$ cat config.mk
export PLATFORM = sky130hd
export DESIGN_NAME = urfcm_top
export DESIGN_NICKNAME = d
export VERILOG_FILES = /design/src/urfcm_pkg.sv /design/src/urfcm_qualify.sv /design/src/urfcm_irq.sv /design/src/urfcm_top.sv
export SDC_FILE = /design/constraint.sdc
export NUM_CORES = 1
export LEC_CHECK = 0
export BUFFER_PORTS_ARGS = -buffer_cell sky130_fd_sc_hd__buf_2
export CAP_MARGIN = 20
export CORE_UTILIZATION = 46
export DETAILED_ROUTE_END_ITERATION = 8
export PLACE_DENSITY = 0.79
export SYNTH_ARGS = -nofsm -noshare
export SYNTH_HDL_FRONTEND = slang
export SYNTH_SLANG_ARGS = --single-unit
$ cat constraint.sdc
create_clock -name clk_i -period 1.81 [get_ports clk_i]
set_clock_uncertainty 0.05 [all_clocks]
set_input_delay 0.0905 -clock clk_i [delete_from_list [all_inputs] [get_ports clk_i]]
set_output_delay 0.0905 -clock clk_i [all_outputs]
set_load 0.01 [all_outputs]
$ cat src/urfcm_pkg.sv
// constants and types shared by the receive frame qualification block
package urfcm_pkg;

    // ------------------------------------------------------------
    // register byte offsets on the bus
    // ------------------------------------------------------------
    localparam logic [7:0] URFCM_ADR_SCTL   = 8'h00; // serial_control_reg
    localparam logic [7:0] URFCM_ADR_PCTL   = 8'h04; // power_control_reg
    localparam logic [7:0] URFCM_ADR_RBUF   = 8'h08; // serial_receive_buffer
    localparam logic [7:0] URFCM_ADR_IRQ_ST = 8'h0C; // event status, read only
    localparam logic [7:0] URFCM_ADR_IRQ_CL = 8'h10; // event clear, write only
    localparam logic [7:0] URFCM_ADR_IRQ_EN = 8'h14; // event enable

    // ------------------------------------------------------------
    // serial_control_reg bit positions
    // ------------------------------------------------------------
    localparam int URFCM_SC_UPPER = 7; // serial_mode_upper_bit or framing_error_flag
    localparam int URFCM_SC_LOWER = 6; // lower serial mode bit
    localparam int URFCM_SC_MPE   = 5; // multiproc_enable
    localparam int URFCM_SC_REN   = 4; // receive enable
    localparam int URFCM_SC_TB8   = 3; // transmit ninth bit storage
    localparam int URFCM_SC_RB8   = 2; // received_ninth_bit
    localparam int URFCM_SC_TI    = 1; // transmit flag storage
    localparam int URFCM_SC_RI    = 0; // receive_flag

    // ------------------------------------------------------------
    // power_control_reg bit positions
    // ------------------------------------------------------------
    localparam int URFCM_PC_DBL   = 7; // baud doubler storage
    localparam int URFCM_PC_FESEL = 6; // fe_access_select

    // ------------------------------------------------------------
    // event bits and reset values
    // ------------------------------------------------------------
    localparam int URFCM_EV_ACCEPT = 0; // frame loaded into buffer
    localparam int URFCM_EV_FERR   = 1; // stop bit missing
    localparam int URFCM_EV_DROP   = 2; // frame refused
    localparam int URFCM_EV_W      = 3;

    localparam logic [7:0]            URFCM_RST_BYTE = 8'h00;
    localparam logic [URFCM_EV_W-1:0] URFCM_RST_EV   = 3'h0;
    localparam logic [31:0]           URFCM_RD_ZERO  = 32'h0000_0000;

    // operating mode, in order of the two mode bits {upper, lower}
    typedef enum logic [1:0] {
        URFCM_MODE_SHIFT,
        URFCM_MODE_TEN,
        URFCM_MODE_ELEVEN_FIX,
        URFCM_MODE_ELEVEN_VAR
    } urfcm_mode_t;

endpackage // urfcm_pkg

$ cat src/urfcm_qualify.sv
// combinational accept and framing checks for one received frame
`timescale 1ns/10ps
module urfcm_qualify
    import urfcm_pkg::*;
(
    input  wire urfcm_mode_t mode_i,
    input  wire logic        multiproc_enable_i,
    input  wire logic        receive_flag_i,
    input  wire logic        ninth_i,
    input  wire logic        stop_i,
    output logic             accept_o,
    output logic             fe_set_o,
    output logic             ninth_store_o
);

    // ------------------------------------------------------------
    // per-mode decision
    // ------------------------------------------------------------
    always_comb
    begin
        accept_o      = 1'b0;
        fe_set_o      = 1'b0;
        ninth_store_o = ninth_i;
        case (mode_i)
            URFCM_MODE_SHIFT:
            begin
                // no framing check, enable bit ignored
                accept_o = !receive_flag_i;
            end
            URFCM_MODE_TEN:
            begin
                fe_set_o      = !stop_i;
                ninth_store_o = stop_i;     // stop bit takes the ninth place
                accept_o      = !receive_flag_i && (!multiproc_enable_i || stop_i);
            end
            URFCM_MODE_ELEVEN_FIX, URFCM_MODE_ELEVEN_VAR:
            begin
                fe_set_o = !stop_i;
                accept_o = !receive_flag_i && (!multiproc_enable_i || ninth_i);
            end
            default:
            begin
                accept_o = 1'b0;
            end
        endcase
    end

endmodule // urfcm_qualify

$ cat src/urfcm_irq.sv
// sticky event status, enable mask and level interrupt
`timescale 1ns/10ps
module urfcm_irq
    import urfcm_pkg::*;
#(
    parameter int EV_W = URFCM_EV_W
)
(
    input  wire logic            clk_i,
    input  wire logic            rst_i,
    input  wire logic            ce_i,
    input  wire logic [EV_W-1:0] event_i,
    input  wire logic [EV_W-1:0] clear_i,
    input  wire logic            enable_we_i,
    input  wire logic [EV_W-1:0] enable_data_i,
    output logic      [EV_W-1:0] status_o,
    output logic      [EV_W-1:0] enable_o,
    output logic                 irq_o
);

    typedef struct packed {
        logic [EV_W-1:0] status;
        logic [EV_W-1:0] enable;
        logic            irq;
    } urfcm_irq_t;

    urfcm_irq_t r;
    urfcm_irq_t next_r;

    // ------------------------------------------------------------
    // next state: a new event beats a clear in the same cycle
    // ------------------------------------------------------------
    always_comb
    begin
        next_r        = r;
        next_r.status = (r.status & ~clear_i) | event_i;
        if (enable_we_i)
        begin
            next_r.enable = enable_data_i;
        end
        next_r.irq = |(next_r.status & next_r.enable);
    end

    // state register
    always_ff @(posedge clk_i)
    begin
        if (rst_i)
        begin
            r <= '0;
        end
        else if (ce_i)
        begin
            r <= next_r;
        end
    end

    assign status_o = r.status;
    assign enable_o = r.enable;
    assign irq_o    = r.irq;

endmodule // urfcm_irq

$ cat src/urfcm_top.sv
// receive frame qualification with framing error and multiprocessor filter
//
// Implementation choices: the register offsets and register access over Wishbone.
`timescale 1ns/10ps

module urfcm_top
    import urfcm_pkg::*;
(
    input  wire logic        clk_i,
    input  wire logic        rst_i,
    input  wire logic        ce_i,
    input  wire logic        wb_cyc_i,
    input  wire logic        wb_stb_i,
    input  wire logic        wb_we_i,
    input  wire logic [7:0]  wb_adr_i,
    input  wire logic [3:0]  wb_sel_i,
    input  wire logic [31:0] wb_dat_i,
    output logic      [31:0] wb_dat_o,
    output logic             wb_ack_o,
    input  wire logic        frame_valid_i,
    input  wire logic [7:0]  frame_data_i,
    input  wire logic        frame_ninth_i,
    input  wire logic        frame_stop_i,
    output logic             irq_o,
    output logic             receive_flag_o,
    output logic [1:0]       serial_mode_o,
    output logic             receive_enable_o
);

    // ------------------------------------------------------------
    // state
    // ------------------------------------------------------------
    typedef struct packed {
        logic        serial_mode_upper_bit;
        logic        mode_lower;
        logic        multiproc_enable;
        logic        rx_enable;
        logic        tx_ninth;
        logic        received_ninth_bit;
        logic        tx_flag;
        logic        receive_flag;
        logic        framing_error_flag;
        logic        baud_double;
        logic        fe_access_select;
        logic [7:0]  rx_data;
        logic        ack;
        logic [31:0] rd_data;
    } urfcm_state_t;

    urfcm_state_t r;
    urfcm_state_t next_r;

    // ------------------------------------------------------------
    // bus decode
    // ------------------------------------------------------------
    logic        bus_req;
    logic        bus_wr;
    logic [7:0]  wr_byte;
    logic        hit_sctl;
    logic        hit_pctl;
    logic        hit_rbuf;
    logic        hit_st;
    logic        hit_cl;
    logic        hit_en;

    // take a request not yet answered; a write lands while ack stands
    assign bus_req  = wb_cyc_i && wb_stb_i && !r.ack;
    assign bus_wr   = wb_cyc_i && wb_stb_i && r.ack && wb_we_i && wb_sel_i[0];
    assign wr_byte  = wb_dat_i[7:0];
    assign hit_sctl = (wb_adr_i == URFCM_ADR_SCTL);
    assign hit_pctl = (wb_adr_i == URFCM_ADR_PCTL);
    assign hit_rbuf = (wb_adr_i == URFCM_ADR_RBUF);
    assign hit_st   = (wb_adr_i == URFCM_ADR_IRQ_ST);
    assign hit_cl   = (wb_adr_i == URFCM_ADR_IRQ_CL);
    assign hit_en   = (wb_adr_i == URFCM_ADR_IRQ_EN);

    // ------------------------------------------------------------
    // frame qualification
    // ------------------------------------------------------------
    urfcm_mode_t mode;
    logic        frame_seen;
    logic        q_accept;
    logic        q_fe_set;
    logic        q_ninth;

    assign mode       = urfcm_mode_t'({r.serial_mode_upper_bit, r.mode_lower});
    assign frame_seen = frame_valid_i && r.rx_enable;

    urfcm_qualify u_qualify (
        .mode_i             (mode),
        .multiproc_enable_i (r.multiproc_enable),
        .receive_flag_i     (r.receive_flag),
        .ninth_i            (frame_ninth_i),
        .stop_i             (frame_stop_i),
        .accept_o           (q_accept),
        .fe_set_o           (q_fe_set),
        .ninth_store_o      (q_ninth)
    );

    // ------------------------------------------------------------
    // interrupt events
    // ------------------------------------------------------------
    logic [URFCM_EV_W-1:0] ev;
    logic [URFCM_EV_W-1:0] ev_clear;
    logic [URFCM_EV_W-1:0] ev_status;
    logic [URFCM_EV_W-1:0] ev_enable;
    logic                  ev_en_we;

    // one pulse per evaluated frame
    always_comb
    begin
        ev                  = URFCM_RST_EV;
        ev[URFCM_EV_ACCEPT] = frame_seen && q_accept;
        ev[URFCM_EV_FERR]   = frame_seen && q_fe_set;
        ev[URFCM_EV_DROP]   = frame_seen && !q_accept;
    end

    assign ev_clear = (bus_wr && hit_cl) ? wr_byte[URFCM_EV_W-1:0] : URFCM_RST_EV;
    assign ev_en_we = bus_wr && hit_en;

    urfcm_irq #(
        .EV_W (URFCM_EV_W)
    ) u_irq (
        .clk_i         (clk_i),
        .rst_i         (rst_i),
        .ce_i          (ce_i),
        .event_i       (ev),
        .clear_i       (ev_clear),
        .enable_we_i   (ev_en_we),
        .enable_data_i (wr_byte[URFCM_EV_W-1:0]),
        .status_o      (ev_status),
        .enable_o      (ev_enable),
        .irq_o         (irq_o)
    );

    // ------------------------------------------------------------
    // register read views
    // ------------------------------------------------------------
    logic [7:0]  sctl_view;
    logic [7:0]  pctl_view;
    logic [31:0] rd_mux;

    // bit 7 shows one of two separate storage bits
    always_comb
    begin
        sctl_view                 = URFCM_RST_BYTE;
        sctl_view[URFCM_SC_UPPER] = r.fe_access_select ? r.framing_error_flag
                                                       : r.serial_mode_upper_bit;
        sctl_view[URFCM_SC_LOWER] = r.mode_lower;
        sctl_view[URFCM_SC_MPE]   = r.multiproc_enable;
        sctl_view[URFCM_SC_REN]   = r.rx_enable;
        sctl_view[URFCM_SC_TB8]   = r.tx_ninth;
        sctl_view[URFCM_SC_RB8]   = r.received_ninth_bit;
        sctl_view[URFCM_SC_TI]    = r.tx_flag;
        sctl_view[URFCM_SC_RI]    = r.receive_flag;
        pctl_view                 = URFCM_RST_BYTE;
        pctl_view[URFCM_PC_DBL]   = r.baud_double;
        pctl_view[URFCM_PC_FESEL] = r.fe_access_select;
    end

    // unmapped and write-only offsets read zero
    always_comb
    begin
        rd_mux = URFCM_RD_ZERO;
        if (hit_sctl)
        begin
            rd_mux[7:0] = sctl_view;
        end
        else if (hit_pctl)
        begin
            rd_mux[7:0] = pctl_view;
        end
        else if (hit_rbuf)
        begin
            rd_mux[7:0] = r.rx_data;
        end
        else if (hit_st)
        begin
            rd_mux[URFCM_EV_W-1:0] = ev_status;
        end
        else if (hit_en)
        begin
            rd_mux[URFCM_EV_W-1:0] = ev_enable;
        end
    end

    // ------------------------------------------------------------
    // next state
    // ------------------------------------------------------------
    always_comb
    begin
        next_r     = r;
        next_r.ack = 1'b0;

        // answer every request one cycle after it is taken
        if (bus_req)
        begin
            next_r.ack     = 1'b1;
            next_r.rd_data = wb_we_i ? r.rd_data : rd_mux;
        end

        // software writes to the control register
        if (bus_wr && hit_sctl)
        begin
            if (r.fe_access_select)
            begin
                // writing zero is the only way to clear the flag
                next_r.framing_error_flag = wr_byte[URFCM_SC_UPPER];
            end
            else
            begin
                next_r.serial_mode_upper_bit = wr_byte[URFCM_SC_UPPER];
            end
            next_r.mode_lower         = wr_byte[URFCM_SC_LOWER];
            next_r.multiproc_enable   = wr_byte[URFCM_SC_MPE];
            next_r.rx_enable          = wr_byte[URFCM_SC_REN];
            next_r.tx_ninth           = wr_byte[URFCM_SC_TB8];
            next_r.received_ninth_bit = wr_byte[URFCM_SC_RB8];
            next_r.tx_flag            = wr_byte[URFCM_SC_TI];
            next_r.receive_flag       = wr_byte[URFCM_SC_RI];
        end

        // software writes to the power control register
        if (bus_wr && hit_pctl)
        begin
            next_r.baud_double      = wr_byte[URFCM_PC_DBL];
            next_r.fe_access_select = wr_byte[URFCM_PC_FESEL];
        end

        // hardware updates come last so a set beats a clear
        if (frame_seen && q_fe_set)
        begin
            // set on every evaluated frame missing its stop bit outside shift mode, accepted or not
            next_r.framing_error_flag = 1'b1;
        end
        if (frame_seen && q_accept)
        begin
            // load buffer, ninth bit and flag together
            next_r.rx_data            = frame_data_i;
            next_r.received_ninth_bit = q_ninth;
            next_r.receive_flag       = 1'b1;
        end
    end

    // ------------------------------------------------------------
    // state register
    // ------------------------------------------------------------
    always_ff @(posedge clk_i)
    begin
        if (rst_i)
        begin
            r <= '0;
        end
        else if (ce_i)
        begin
            r <= next_r;
        end
    end

    // ------------------------------------------------------------
    // outputs, all straight from flops
    // ------------------------------------------------------------
    assign wb_ack_o         = r.ack;
    assign wb_dat_o         = r.rd_data;
    assign receive_flag_o   = r.receive_flag;
    assign serial_mode_o    = {r.serial_mode_upper_bit, r.mode_lower};
    assign receive_enable_o = r.rx_enable;

endmodule // urfcm_top

==> results.tsv <==
stage	metric	value	unit
floorplanning	Initial Util	0.478	
critical_path	required time of the worst setup path	1.94	ns
power_and_ir_drop	Net Sw Frac	0.247	
synth	#FFs+latches synth	35	
final_layout	fin cells	361	
power_and_ir_drop	Clk pwr share	0.425	
synth	Adder-Cell Fraction of Synth Area	0	
floorplanning	# IOs	99	
cts	latest clock arrival within the worst-skew pair	0.29	ns
sta	final setup vio count	0	
cts	CTS Buffer Depth	2	
grt	largest net degree at the start of global routing	21	
outcome	status	finished, final reports clean	
drt	Residual DRC	0	
power_and_ir_drop	pwr dens	655	nW/um^2
synth	xor-xnor portion of the synthesized cell area	0	
place	hpwl dp	3.67	mm
cts	clock tree from TritonCTS	done	
worst_hold_path	Hold Path Class	in2reg	
floorplanning	Die Span X	69.3	um
drt	Pre-antenna DRT Iters	4	
sta	Final Hold Vio Count	0	
grt	GRT Util Overall	0.209	
final_layout	Area Growth Syn to Fin	23.1	%
synth	area of the mapped netlist	2080	um^2
synth	Ys Warns	0	
cts	CTS Root Cell	clkbuf_8	
synth	mux cell area share after synthesis	0.109	
drt	wire length after detailed routing	4.80	mm
place	PortBufs	47	
sta	fmax	0.598	GHz
synth	Gate Count Post-Synth	241	
floorplanning	row count	24	
cts	CTS H-Tree Depth	2	
power_and_ir_drop	leakage	1.09	nW
power_and_ir_drop	combinational power share	0.110	
power_and_ir_drop	part of the power in registers	0.465	
synth	average size of a mapped cell	8.64	um^2
place	GP Congestion	0.897	
drt	vias	1916	
grt	vias in the first global route	1832	
grt	GRT Residual Overflow	0	
grt	first-pass GRT wire length	8.12	mm
synth	part of the Yosys area used for sequential elements	0.336	
synth	largest family of logic cells by synthesized area	simple AND/OR/NAND/NOR gates	
final_layout	commonest non-fill, non-tap cell in the layout	buf_2	
synth	Post-synth EDFFs	0	
critical_path	slowest stage delay, CP	0.43	ns
power_and_ir_drop	P_sw	0.415	mW
floorplanning	DIE AREA	4800	um^2
grt	initial antenna violation count	0	
final_layout	Final Net Count	369	
drt	DR WL/cell	13.3	um
power_and_ir_drop	VDD IR max	0.000379	V
sta	ratio of final minimum period to clock period	0.924	
drt	via density per instance	5.31	
critical_path	CP cell instances	nand3_1 > nor2_1 > nand2_1 > o31ai_1 > nor2_1	
final_layout	most frequent cells in the layout	47 x buf_2, 35 x dfxtp_1, 28 x nor2_1	
critical_path	crit path DAT	1.81	ns
cts	Worst-path clk slew	0.08	ns
critical_path	slowest CP cell	dfxtp_1	
critical_path	largest fanout on the critical path	6	
final_layout	antenna fix cells	0	
cts	# Post-CTS Setup Buffers	0	
synth	Distinct cells, synth	46	
cts	Inserted Clock Buffers	5	
sta	RSZ-0062 raised after global routing	no	
cts	TritonCTS Sinks	35	
sta	minimum clock period	1.67	ns
floorplanning	core area	4350	um^2
final_layout	share of cells above drive strength 1	0.307	
synth	Post-Synth Simple-Gate Area	0.249	
flow_run	max-cap viol count	0	
critical_path	critical path class	reg2reg	
synth	async set or reset register ratio after synthesis	0	
floorplanning	Die Height	69.3	um
drt	number of nets with antenna violations after routing	0	
drt	drt first-iter violations	75	
critical_path	crit start category	register	
place	# placed instances	342	
sta	Setup TNS	0	ns
critical_path	CP most frequent cell	nor2_1	
synth	Synth Area in Compound Gates	0.150	
power_and_ir_drop	Pint	1.27	mW
synth	top_reg_cell synth	dfxtp_1	
critical_path	critical path endpoint category	register	
sta	Max Slew Vio Count	0	
## layout make-up
type	count	area [um^2]
multi-input combinational	182	1150
inverter	4	15.0
clock buffer	5	68.8
fill	381	1790
tap	52	65.1
clock inverter	3	43.8
sequential	35	701
timing repair buffer	80	523
## power groups by stage
stage | Clock, mW | Sequential, mW | Combinational (mW)
floorplan | 0 | 0.799 | 0.126
global placement | 0 | 0.799 | 0.163
detailed placement | 0 | 0.799 | 0.165
CTS | 0.726 | 0.781 | 0.183
global route | 0.763 | 0.782 | 0.203
finish | 0.715 | 0.782 | 0.185
## state kept, by name, summed over array words and instances (netlist names)
| signal | count |
|---|---|
| wb_dat_o | 8 |
| r | 13 |
| u_irq.enable_o | 3 |
| u_irq.irq_o | 1 |
| serial_mode_o | 2 |
| receive_enable_o | 1 |
| wb_ack_o | 1 |
| receive_flag_o | 1 |
| u_irq.status_o | 3 |
| pctl_view | 2 |
## path summary, 6_finish.rpt
path / endpoint / depth (start not counted) / start / slack [ns]
setup / recovery: receive_flag_o$_SDFFE_PP0P_ / 5 / wb_ack_o$_SDFFE_PP0P_ / 0.14
hold / removal: r[35]$_SDFFE_PP0P_ / 3 / frame_data_i[2] / 0.01
setup reg to reg: receive_flag_o$_SDFFE_PP0P_ / 5 / wb_ack_o$_SDFFE_PP0P_ / 0.14
hold reg to reg: wb_dat_o[4]$_SDFFE_PP0P_ / 2 / wb_dat_o[4]$_SDFFE_PP0P_ / 0.40
## routing by layer
layer / wire (um) / vias up / track usage / part of all wire
met5: 0 / - / 0 / 0
met1: 2160 / 894 / 0.266 / 0.45
met4: 119 / 0 / 0.0952 / 0.025
li1: - / 940 / - / -
met2: 2260 / 70 / 0.341 / 0.47
met3: 257 / 12 / 0.0422 / 0.054
## through the flow
stage               instance area, um^2   util  hold WS [ns]  total power, mW  worst slack [ns]
floorplan                          2170      -         0.176            0.925             0.204
global placement                   2340  0.538         0.274            0.962            0.0396
detailed placement                 2340  0.538         0.283            0.964            0.0489
CTS                                2560  0.589        0.0227             1.69             0.150
global route                       2560  0.589        0.0344             1.75            0.0171
finish                             2560  0.589        0.0127             1.68             0.137
## logic make-up after synthesis
logic type / count (synthesis)
flops: 35
compound gates: 43
other cells: 1
buf+inv: 47
simple gates: 93
mux: 22
## what timing repair did
| action | CTS | global route |
|---|---|---|
| gates resized for setup | 0 | 0 |
| setup endpoints to repair | 0 | 0 |
| endpoints found under the hold margin | 11 | 0 |
| hold buffers | 11 | 0 |
## critical path, delay by kind of cell (launching register included)
kind | cells | cell delay (ns)
flip-flops | 1 | 0.43
AND/OR/NAND/NOR | 4 | 0.83
AO/OA/AOI/OAI | 1 | 0.26
## synthesized netlist by cell type, types with 3 or more instances
cell / count / area share
nor3_1: 6 / 0.014
mux2i_1: 16 / 0.077
nand2b_1: 4 / 0.012
clkbuf_1: 6 / 0.011
nand3_1: 10 / 0.024
buf_4: 34 / 0.12
a21oi_1: 12 / 0.029
nor4b_2: 3 / 0.022
nor2b_1: 3 / 0.0090
inv_1: 4 / 0.0072
nand2_1: 22 / 0.040
nor2_1: 28 / 0.050
a32o_1: 3 / 0.014
o21ai_0: 7 / 0.017
mux2_2: 6 / 0.032
a21boi_0: 3 / 0.011
a221oi_1: 4 / 0.017
dfxtp_1: 35 / 0.34
No activity file was read; power rests on OpenSTA's default activity.
